File: config.mk
export PLATFORM = sky130hd
export DESIGN_NAME = ipwd_device_flat
export DESIGN_NICKNAME = d
export VERILOG_FILES = /design/src/logic/ipwd_pkg.sv /design/src/logic/ipwd_if.sv /design/src/logic/ipwd_device.sv /design/src/flat_wrapper.sv
export VERILOG_INCLUDE_DIRS = /design/src /design/src/logic
export SDC_FILE = /design/constraint.sdc
export NUM_CORES = 1
export LEC_CHECK = 0
export ABC_AREA = 0
export BUFFER_PORTS_ARGS = -buffer_cell sky130_fd_sc_hd__buf_2
export CORE_MARGIN = 1
export CORE_UTILIZATION = 50
export CTS_BUF_LIST = sky130_fd_sc_hd__clkbuf_8 sky130_fd_sc_hd__clkbuf_16
export DETAILED_ROUTE_END_ITERATION = 12
export PLACE_DENSITY = 0.68
export SYNTH_ARGS = -nofsm -noshare
export SYNTH_HDL_FRONTEND = slang
export SYNTH_SLANG_ARGS = --single-unit
File: constraint.sdc
create_clock -name ref_clk -period 3.75 [get_ports ref_clk]
set_clock_uncertainty 0.2 [all_clocks]
set_input_delay 0.375 -clock ref_clk [delete_from_list [all_inputs] [get_ports ref_clk]]
set_output_delay 0.375 -clock ref_clk [all_outputs]
set_load 0.02 [all_outputs]
File: src/logic/ipwd_defines.svh
`ifndef IPWD_DEFINES_SVH
`define IPWD_DEFINES_SVH

// ----------------------------------------------------------------
// Ports and keys
// ----------------------------------------------------------------
`define IPWD_ADDR_PORT     1'b0
`define IPWD_DATA_PORT     1'b1
`define IPWD_KEY_UNLOCK    8'h87
`define IPWD_KEY_LOCK      8'haa
// ----------------------------------------------------------------
// Register indices
// ----------------------------------------------------------------
`define IPWD_REG_LDEV      8'h07
`define IPWD_REG_ACT       8'h30
`define IPWD_REG_UNIT      8'hf0
`define IPWD_REG_COUNT     8'hf1
`define IPWD_REG_CTRL      8'hf2
`define IPWD_LDEV_WDT      8'h08
`define IPWD_ACT_ON        8'h01
// ----------------------------------------------------------------
// Fields
// ----------------------------------------------------------------
`define IPWD_BIT_UNIT      3
`define IPWD_BIT_MOUSE     7
`define IPWD_BIT_KBD       6
`define IPWD_BIT_FORCE     5
`define IPWD_BIT_STAT      4
`define IPWD_ZERO8         8'h00
// ----------------------------------------------------------------
// Timing
// ----------------------------------------------------------------
`define IPWD_CLK_HZ        200000000
`define IPWD_SEC_PER_MIN   60
`define IPWD_HOST_GAP      4'h2
`endif

File: src/logic/ipwd_pkg.sv
`default_nettype none
package ipwd_pkg;
    typedef enum logic [1:0] {
        IPWD_LOCKED = 2'b00,
        IPWD_KEY1   = 2'b01,
        IPWD_OPEN   = 2'b11
    } ipwd_cfg_t;

    typedef enum logic [1:0] {
        IPWD_H_IDLE = 2'b00,
        IPWD_H_IDX  = 2'b01,
        IPWD_H_DATA = 2'b11,
        IPWD_H_WAIT = 2'b10
    } ipwd_host_t;
endpackage
`default_nettype wire

File: src/logic/ipwd_if.sv
`timescale 1ns/10ps
`default_nettype none
interface ipwd_if;
    logic       io_wr;
    logic       io_rd;
    logic       io_port;
    logic [7:0] io_wdata;
    logic [7:0] io_rdata;

    modport dev (
        input  io_wr,
        input  io_rd,
        input  io_port,
        input  io_wdata,
        output io_rdata
    );
    modport host (
        output io_wr,
        output io_rd,
        output io_port,
        output io_wdata,
        input  io_rdata
    );
endinterface
`default_nettype wire

File: src/logic/ipwd_device.sv
`timescale 1ns/10ps
`default_nettype none
`include "ipwd_defines.svh"
module ipwd_device #(
    parameter int unsigned SEC_CYCLES = `IPWD_CLK_HZ
) (
    input  wire logic ref_clk,
    input  wire logic rstn,
    ipwd_if.dev       bus,
    input  wire logic mouse_evt,
    input  wire logic kbd_evt,
    input  wire logic sel_reset,
    output logic      wdt_irq,
    output logic      wdt_rst
);
    // ----------------------------------------------------------------
    // Pin synchronisers
    // ----------------------------------------------------------------
    logic [1:0] ms_sync;
    logic [1:0] kb_sync;
    logic [1:0] sr_sync;
    logic       ms_prev;
    logic       kb_prev;
    always_ff @(posedge ref_clk or negedge rstn) begin
        if (!rstn) begin
            ms_sync <= 2'h0;
            kb_sync <= 2'h0;
            sr_sync <= 2'h0;
            ms_prev <= 1'b0;
            kb_prev <= 1'b0;
        end else begin
            ms_sync <= {ms_sync[0], mouse_evt};
            kb_sync <= {kb_sync[0], kbd_evt};
            sr_sync <= {sr_sync[0], sel_reset};
            ms_prev <= ms_sync[1];
            kb_prev <= kb_sync[1];
        end
    end
    wire logic ms_pulse = ms_sync[1] & ~ms_prev;
    wire logic kb_pulse = kb_sync[1] & ~kb_prev;

    // ----------------------------------------------------------------
    // Configuration port
    // ----------------------------------------------------------------
    ipwd_pkg::ipwd_cfg_t cfg;
    ipwd_pkg::ipwd_cfg_t next_cfg;
    logic [7:0] idx;
    logic [7:0] next_idx;
    logic [7:0] ldev;
    logic [7:0] next_ldev;
    logic       act;
    logic       next_act;
    logic       unit_min;
    logic       next_unit_min;
    logic [7:0] count_cfg;
    logic [7:0] next_count_cfg;
    logic       en_ms;
    logic       next_en_ms;
    logic       en_kb;
    logic       next_en_kb;
    logic [7:0] rdata;
    logic [7:0] next_rdata;
    logic       load;
    logic       force_to;

    // Timer state
    logic [7:0]  remain;
    logic [7:0]  next_remain;
    logic [27:0] pre;
    logic [27:0] next_pre;
    logic [5:0]  mins;
    logic [5:0]  next_mins;
    logic        stat;
    logic        next_stat;
    logic        irq_q;
    logic        next_irq_q;
    logic        rst_q;
    logic        next_rst_q;

    wire logic open   = (cfg == ipwd_pkg::IPWD_OPEN);
    wire logic wdt_on = (ldev == `IPWD_LDEV_WDT);

    always_comb begin
        next_cfg       = cfg;
        next_idx       = idx;
        next_ldev      = ldev;
        next_act       = act;
        next_unit_min  = unit_min;
        next_count_cfg = count_cfg;
        next_en_ms     = en_ms;
        next_en_kb     = en_kb;
        next_rdata     = rdata;
        load           = 1'b0;
        force_to       = 1'b0;
        if (bus.io_wr && bus.io_port == `IPWD_ADDR_PORT) begin
            case (cfg)
                ipwd_pkg::IPWD_LOCKED: begin
                    if (bus.io_wdata == `IPWD_KEY_UNLOCK)
                        next_cfg = ipwd_pkg::IPWD_KEY1;
                end
                ipwd_pkg::IPWD_KEY1: begin
                    // Any other value breaks the pair
                    next_cfg = (bus.io_wdata == `IPWD_KEY_UNLOCK) ?
                               ipwd_pkg::IPWD_OPEN : ipwd_pkg::IPWD_LOCKED;
                end
                ipwd_pkg::IPWD_OPEN: begin
                    if (bus.io_wdata == `IPWD_KEY_LOCK)
                        next_cfg = ipwd_pkg::IPWD_LOCKED;
                    else
                        next_idx = bus.io_wdata;
                end
                default: next_cfg = ipwd_pkg::IPWD_LOCKED;
            endcase
        end
        if (bus.io_wr && bus.io_port == `IPWD_DATA_PORT && open) begin
            if (idx == `IPWD_REG_LDEV)
                next_ldev = bus.io_wdata;
            else if (wdt_on) begin
                case (idx)
                    `IPWD_REG_ACT:   next_act = (bus.io_wdata == `IPWD_ACT_ON);
                    `IPWD_REG_UNIT:  next_unit_min = bus.io_wdata[`IPWD_BIT_UNIT];
                    `IPWD_REG_COUNT: begin
                        next_count_cfg = bus.io_wdata;
                        load           = 1'b1;
                    end
                    `IPWD_REG_CTRL: begin
                        next_en_ms = bus.io_wdata[`IPWD_BIT_MOUSE];
                        next_en_kb = bus.io_wdata[`IPWD_BIT_KBD];
                        force_to   = bus.io_wdata[`IPWD_BIT_FORCE];
                    end
                    default: ;
                endcase
            end
        end
        if (bus.io_rd && bus.io_port == `IPWD_DATA_PORT) begin
            next_rdata = `IPWD_ZERO8;
            if (open && wdt_on) begin
                case (idx)
                    `IPWD_REG_UNIT:  next_rdata[`IPWD_BIT_UNIT] = unit_min;
                    `IPWD_REG_COUNT: next_rdata = remain;
                    `IPWD_REG_CTRL: begin
                        next_rdata[`IPWD_BIT_MOUSE] = en_ms;
                        next_rdata[`IPWD_BIT_KBD]   = en_kb;
                        next_rdata[`IPWD_BIT_STAT]  = stat;
                    end
                    default: ;
                endcase
            end
        end
    end

    always_ff @(posedge ref_clk or negedge rstn) begin
        if (!rstn) begin
            cfg       <= ipwd_pkg::IPWD_LOCKED;
            idx       <= `IPWD_ZERO8;
            ldev      <= `IPWD_ZERO8;
            act       <= 1'b0;
            unit_min  <= 1'b0;
            count_cfg <= `IPWD_ZERO8;
            en_ms     <= 1'b0;
            en_kb     <= 1'b0;
            rdata     <= `IPWD_ZERO8;
        end else begin
            cfg       <= next_cfg;
            idx       <= next_idx;
            ldev      <= next_ldev;
            act       <= next_act;
            unit_min  <= next_unit_min;
            count_cfg <= next_count_cfg;
            en_ms     <= next_en_ms;
            en_kb     <= next_en_kb;
            rdata     <= next_rdata;
        end
    end
    assign bus.io_rdata = rdata;

    // ----------------------------------------------------------------
    // Timer
    // ----------------------------------------------------------------
    wire logic sec_tick  = (pre == 28'(SEC_CYCLES - 1));
    wire logic unit_tick = sec_tick &&
                           (!unit_min || mins == 6'(`IPWD_SEC_PER_MIN - 1));
    wire logic restart   = (ms_pulse && en_ms) || (kb_pulse && en_kb);

    always_comb begin
        next_remain = remain;
        next_pre    = sec_tick ? 28'h0 : pre + 28'h1;
        next_mins   = mins;
        next_stat   = stat;
        next_irq_q  = 1'b0;
        next_rst_q  = 1'b0;
        if (sec_tick)
            next_mins = (mins == 6'(`IPWD_SEC_PER_MIN - 1)) ? 6'h0 : mins + 6'h1;
        if (load) begin
            next_remain = count_cfg_w();
            next_pre    = 28'h0;
            next_mins   = 6'h0;
            if (count_cfg_w() != `IPWD_ZERO8)
                next_stat = 1'b0;
        end else if (restart && remain != `IPWD_ZERO8) begin
            next_remain = count_cfg;
            next_pre    = 28'h0;
            next_mins   = 6'h0;
        end else if (act && remain != `IPWD_ZERO8 && unit_tick) begin
            next_remain = remain - 8'h01;
        end
        // Expiry or forced timeout; a same-cycle load or restart cancels the expiry
        if ((act && remain == 8'h01 && unit_tick && !load && !restart)
            || (act && force_to)) begin
            next_stat  = 1'b1;
            next_irq_q = !sr_sync[1];
            next_rst_q = sr_sync[1];
        end
    end

    function automatic logic [7:0] count_cfg_w();
        return bus.io_wdata;
    endfunction

    always_ff @(posedge ref_clk or negedge rstn) begin
        if (!rstn) begin
            remain <= `IPWD_ZERO8;
            pre    <= 28'h0;
            mins   <= 6'h0;
            stat   <= 1'b0;
            irq_q  <= 1'b0;
            rst_q  <= 1'b0;
        end else begin
            remain <= next_remain;
            pre    <= next_pre;
            mins   <= next_mins;
            stat   <= next_stat;
            irq_q  <= next_irq_q;
            rst_q  <= next_rst_q;
        end
    end
    assign wdt_irq = irq_q;
    assign wdt_rst = rst_q;
endmodule
`default_nettype wire

File: src/flat_wrapper.sv
// flat-port wrapper written by rule: the top's interface ports become plain ports
module ipwd_device_flat 
#(
    parameter int unsigned SEC_CYCLES = `IPWD_CLK_HZ
)
  (ref_clk, rstn, mouse_evt, kbd_evt, sel_reset, wdt_irq, wdt_rst, bus_io_wr, bus_io_rd, bus_io_port, bus_io_wdata, bus_io_rdata);
  ipwd_if bus_i ();
  input  wire logic ref_clk;
  input  wire logic rstn;
  input  wire logic mouse_evt;
  input  wire logic kbd_evt;
  input  wire logic sel_reset;
  output logic wdt_irq;
  output logic wdt_rst;
  input wire logic [$bits(bus_i.io_wr)-1:0] bus_io_wr;
  input wire logic [$bits(bus_i.io_rd)-1:0] bus_io_rd;
  input wire logic [$bits(bus_i.io_port)-1:0] bus_io_port;
  input wire logic [$bits(bus_i.io_wdata)-1:0] bus_io_wdata;
  output wire logic [$bits(bus_i.io_rdata)-1:0] bus_io_rdata;
  assign bus_i.io_wr = bus_io_wr;
  assign bus_i.io_rd = bus_io_rd;
  assign bus_i.io_port = bus_io_port;
  assign bus_i.io_wdata = bus_io_wdata;
  assign bus_io_rdata = bus_i.io_rdata;
  ipwd_device #(.SEC_CYCLES(SEC_CYCLES)) u_core (.ref_clk(ref_clk), .rstn(rstn), .bus(bus_i), .mouse_evt(mouse_evt), .kbd_evt(kbd_evt), .sel_reset(sel_reset), .wdt_irq(wdt_irq), .wdt_rst(wdt_rst));
endmodule
Word level (Yosys, flattened, before mapping)
Index checks and enable logic that the tools add are counted.
Word-level totals
  input bits: 16
  output and inout port bits: 10
  bits in registers: 91
Cells by class
  add/sub/neg operators: 3
  multiplexer cells: 33
  reductions and logical operators: 38
  bitwise operators: 7
  eq/ne operators: 16
Operator list (number)
  $mux W28: 3
  $eq A8 B8 Y1 const B: 5
  $mux W8: 4
  $add A28 B1 Y28 const B: 1
  $eq A28 B28 Y1 const B: 1
  $mux W6: 4
  $eq A8 B1 Y1 const B: 2
  $logic_and A1 B1 Y1: 16
  $reduce_and A4 Y1: 4
  $reduce_bool A8 Y1: 2
  $mux W1: 14
  $eq A8 B3 Y1 const B: 1
  $eq A8 B4 Y1 const B: 1
  $eq A8 B6 Y1 const B: 1
  $sub A8 B1 Y8 const B: 1
  $add A6 B1 Y6 const B: 1
  $eq A6 B6 Y1 const B: 1
  $mux W2: 3
  $pmux W2 S3: 1
  $reduce_and A3 Y1: 2
  $reduce_bool A3 Y1: 2
  $not A1 Y1: 5
  $logic_not A1 Y1: 4
  $pmux W1 S2: 2
  other kinds (11): 16

Longest topological paths before layout
  depth in word-level cells: 11
  mapped depth: 9
  gate-level depth less buffers: 8

Worst setup path after synthesis
OpenSTA, ideal clock, no wires.
  path type: register -> register
  start: register u_core.remain[0]
  end: register u_core.remain[2]
  buffers on the path: 1
  library setup time: 0.125 ns
  stages on the path, launching flop included: 9
  slack: 1.106 ns
  arrival: 2.319 ns
  period minus slack after synthesis: 2.644 ns
  cell sequence: dfrtp_1 > inv_1 > ha_1 > or3b_2 > clkbuf_1 > o22ai_2 > nand2_1 > nor2_4 > mux2_2
Between the ends
  cells in the longest elaborated chain, start to end: 4
  elaborated cells on any way between the ends: 9
  those cells by class: 1 x add/sub; 3 x mux; 5 x reduce/logical
RTL lines
  start, declared: line ipwd_device.sv:67  | logic [7:0] remain;
  start signal, assigned: line ipwd_device.sv:222  | remain <= `IPWD_ZERO8;
  start signal, assigned: line ipwd_device.sv:229  | remain <= next_remain;
  $sub A8 B1 Y8 / $reduce_bool A8 Y1 (equally long branches)
  $mux W8 / $logic_and A1 B1 Y1 (equally long branches)
  $mux W8 / $logic_and A1 B1 Y1 (equally long branches): line ipwd_device.sv:200, ipwd_device.sv:204
  $mux W8 / $reduce_bool A3 Y1 (equally long branches)
Several ways; a longest one is shown, not always the timed one. The select of a mux whose other input is x is not followed.
A chain may end at the register's enable or synchronous reset.

Worst setup path after layout
  start: register u_core.remain[0]
  end: register u_core.remain[6]
Same word-level chain as after synthesis.

==> run metrics <==
status=finished, final reports clean; Hold Violations, Final=0; GPL Wtd Cong=between 0.8 and 0.9; Post-DP Area=4584 µm²; period utilization=between 70% and 80%; WL per Instance=15.96 µm; Fillers=approximately 730; power consumption=0.001639 W; core box area=between 8000 and 9000 µm²; PortBufs=25; max-cap violation count=0; worst-path maximum fanout=8; Max-slew headroom=a little over half; First-pass DRT Iterations=4; Synth Area in Compound Gates=7.172%; Initial Util=52.34%; post-DP HPWL=between 6000 and 7000 µm; Seq/Total Area, Yosys=52.42%; FFs w/ async S/R, synth=100.0%; Syn Nets=440; # nets final=between 400 and 500; Worst-path clk slew=90 ps; minimum clock period=2891 ps; largest delay contributor family on the critical path=simple AND/OR/NAND/NOR gates; Ports=26; drt initial violations=around 110; post-synth top area cell=dfrtp_1; Die Span X=roughly 95 µm; gr usage total=~22%; most common flop cell mapped by yosys=dfrtp_1; FP Rows=33; crit path kind=reg2reg; vias in the first global route=around 3200; hold buffers post-CTS=4; total wire length=9000 µm; CP arrival=between 2000 and 3000 ps; cts repair resizes=0; unrepaired setup endpoints after global routing=no; vias per inst=5.610; crit path cell chain=inv_1 > ha_1 > or3b_2 > o22ai_2 > nand2_1 > nor2_4 > mux2_2; Syn Area/Cell=10.34 µm²; Post-Route Setup TNS=0 ps; diode count=0; Finish-stage setup viols=0; LEAKAGE=between 2 and 2.5 nW; TritonCTS Buffers=9; commonest non-fill, non-tap cell in the layout=dfrtp_1; area grow syn2layout=10.34%; first-pass GRT wire length=approximately 15000 µm; post-synthesis adder-cell area fraction=under 10%; main combinational cell family by area after synthesis=simple AND/OR/NAND/NOR gates; setup bufs post-CTS=0; fin. max-slew vios=0; post-synth top area share=between 50% and 60%; Synthesis Warnings=0; class of the worst hold path=in2reg; post-synthesis mux area share=7.921%; worst skew pair latency=between 300 and 400 ps; Distinct cells, synth=48; largest net degree at the start of global routing=between 40 and 50; Startpoint Class=register; top post-synthesis cells by area=dfrtp_1, mux2_2, nor2_1; H-Tree Depth=3; element type at the critical path end=register; clock tree sinks=91; Slew @ Worst Pin=710.0 ps; fraction of the mapped netlist area in simple logic gates=between 20 and 25%; CP Launch Point=u_core.remain[0]; max incr delay on CP=between 500 and 600 ps; top achievable clock speed=around 350 MHz; Post-Synth XOR/XNOR Area=roughly 6%; pwr dens=341.9 nW/µm²; CTS Buffer Depth=2; CTS tree=yes; Critical Path Slowest Stage Cell=or3b_2; DRC errors left=0; Post-Synthesis Cells=420; layout cells sized above 1=between 10% and 20%; Synth Cell Area=approximately 4300 µm²; Final Instance Area=approximately 4800 µm²; worst r2r src=u_core.remain[0]; CTS Root Cell=clkbuf_8; synthesis-stage register bit count=roughly 90; most frequent cells in the layout=dfrtp_1, nor2_1, nand2_1; Worst Path Buf+Inv=1; initial antenna violation count=0; Post-synth EDFFs=0; hold path startpoint=bus_io_wdata[0]; die height=95.21 µm; Detail Route Antenna Nets=0; Overflow after GRT=0; Worst EP required=~3800 ps; peak supply drop=0.1837 mV; vias=about 3200; Die ar.=between 9000 and 10000 µm²
==> kinds of logic after synthesis <==
group / count (synthesis)
simple gates: 193
flops: 91
compound gates: 48
mux: 31
xor+xnor: 29
buf+inv: 24
fa+ha+maj: 4
==> layout make-up <==
type | count | area, µm² | share of cell area, %
clock inverters | 7 | 45.04 | 0.9397
flip-flops and latches | 91 | 2277 | 47.51
clock buffers | 9 | 123.9 | 2.584
multi-input cells | 305 | 1966 | 41.01
well taps | 105 | 131.4 | 2.741
inverters | 14 | 52.55 | 1.096
repair buffers | 33 | 197.7 | 4.124
==> final timing paths <==
kind | to | slack, ps | depth (start not counted)
min reg2reg | u_core.kb_sync[1] | 150 | 0
max | u_core.remain[6] | 860 | 7
min | u_core.idx[0] | 110 | 3
max in group asynchronous | u_core.pre[26] | 2480 | 3
min in group asynchronous | u_core.cfg[0] | 430 | 3
max reg2reg | u_core.remain[6] | 860 | 7
==> through the flow <==
stage	setup WS, ps	util, %	hold slack (ps)	std cells
after floorplan	1106	-	-120.6	420
after global placement	962.0	55.24	132.5	544
after detailed placement	885.9	55.24	134.7	544
after CTS	861.9	57.76	103.1	564
after global routing	714.2	57.76	129.1	564
final	859.2	57.76	110.6	564
==> metal layers <==
layer	up-vias	GRT usage, %	part of all wire [%]
met5	-	0	0
li1	1554	-	-
met3	24	4.147	3.7
met1	1518	28.79	46
met4	0	11.74	3.2
met2	68	35.95	47
==> power breakdown <==
part / leakage (nW) / switching [W] / internal (W)
Clock: 0.0828 / 0.000354 / 0.000238
Combinational: 0.990 / 0.0000361 / 0.0000163
Sequential: 1.20 / 0.00000576 / 0.000988
Total: 2.27 / 0.000396 / 0.00124
==> registers in the layout, summed over array words and instances, names as in the netlist, 2 cells and up <==
signal	cells
u_core.count_cfg	8
u_core.ldev	8
u_core.pre	28
u_core.idx	8
u_core.remain	8
u_core.sr_sync	2
u_core.cfg	2
u_core.mins	6
u_core.bus.io_rdata	8
u_core.ms_sync	2
u_core.kb_sync	2
==> worst register-to-register path, delay by kind of cell (launching register included) <==
kind	cells	cell delay [ps]
compound gates	1	320
fa+ha+maj	1	170
buf+inv	1	90
flops	1	460
mux	1	380
simple gates	3	1170
==> Yosys cell counts, drive strengths merged (6+ instances only) <==
cell type	instances
nor4	8
a21oi	11
and4	6
o31ai	6
nand3	18
nand2	48
xnor2	11
nor3	6
inv	14
nand4	13
o21ai	15
dfrtp	91
clkbuf	6
xor2	18
nor2	57
or4	9
or3	6
mux2	27
No activity file was read; power rests on OpenSTA's default activity.
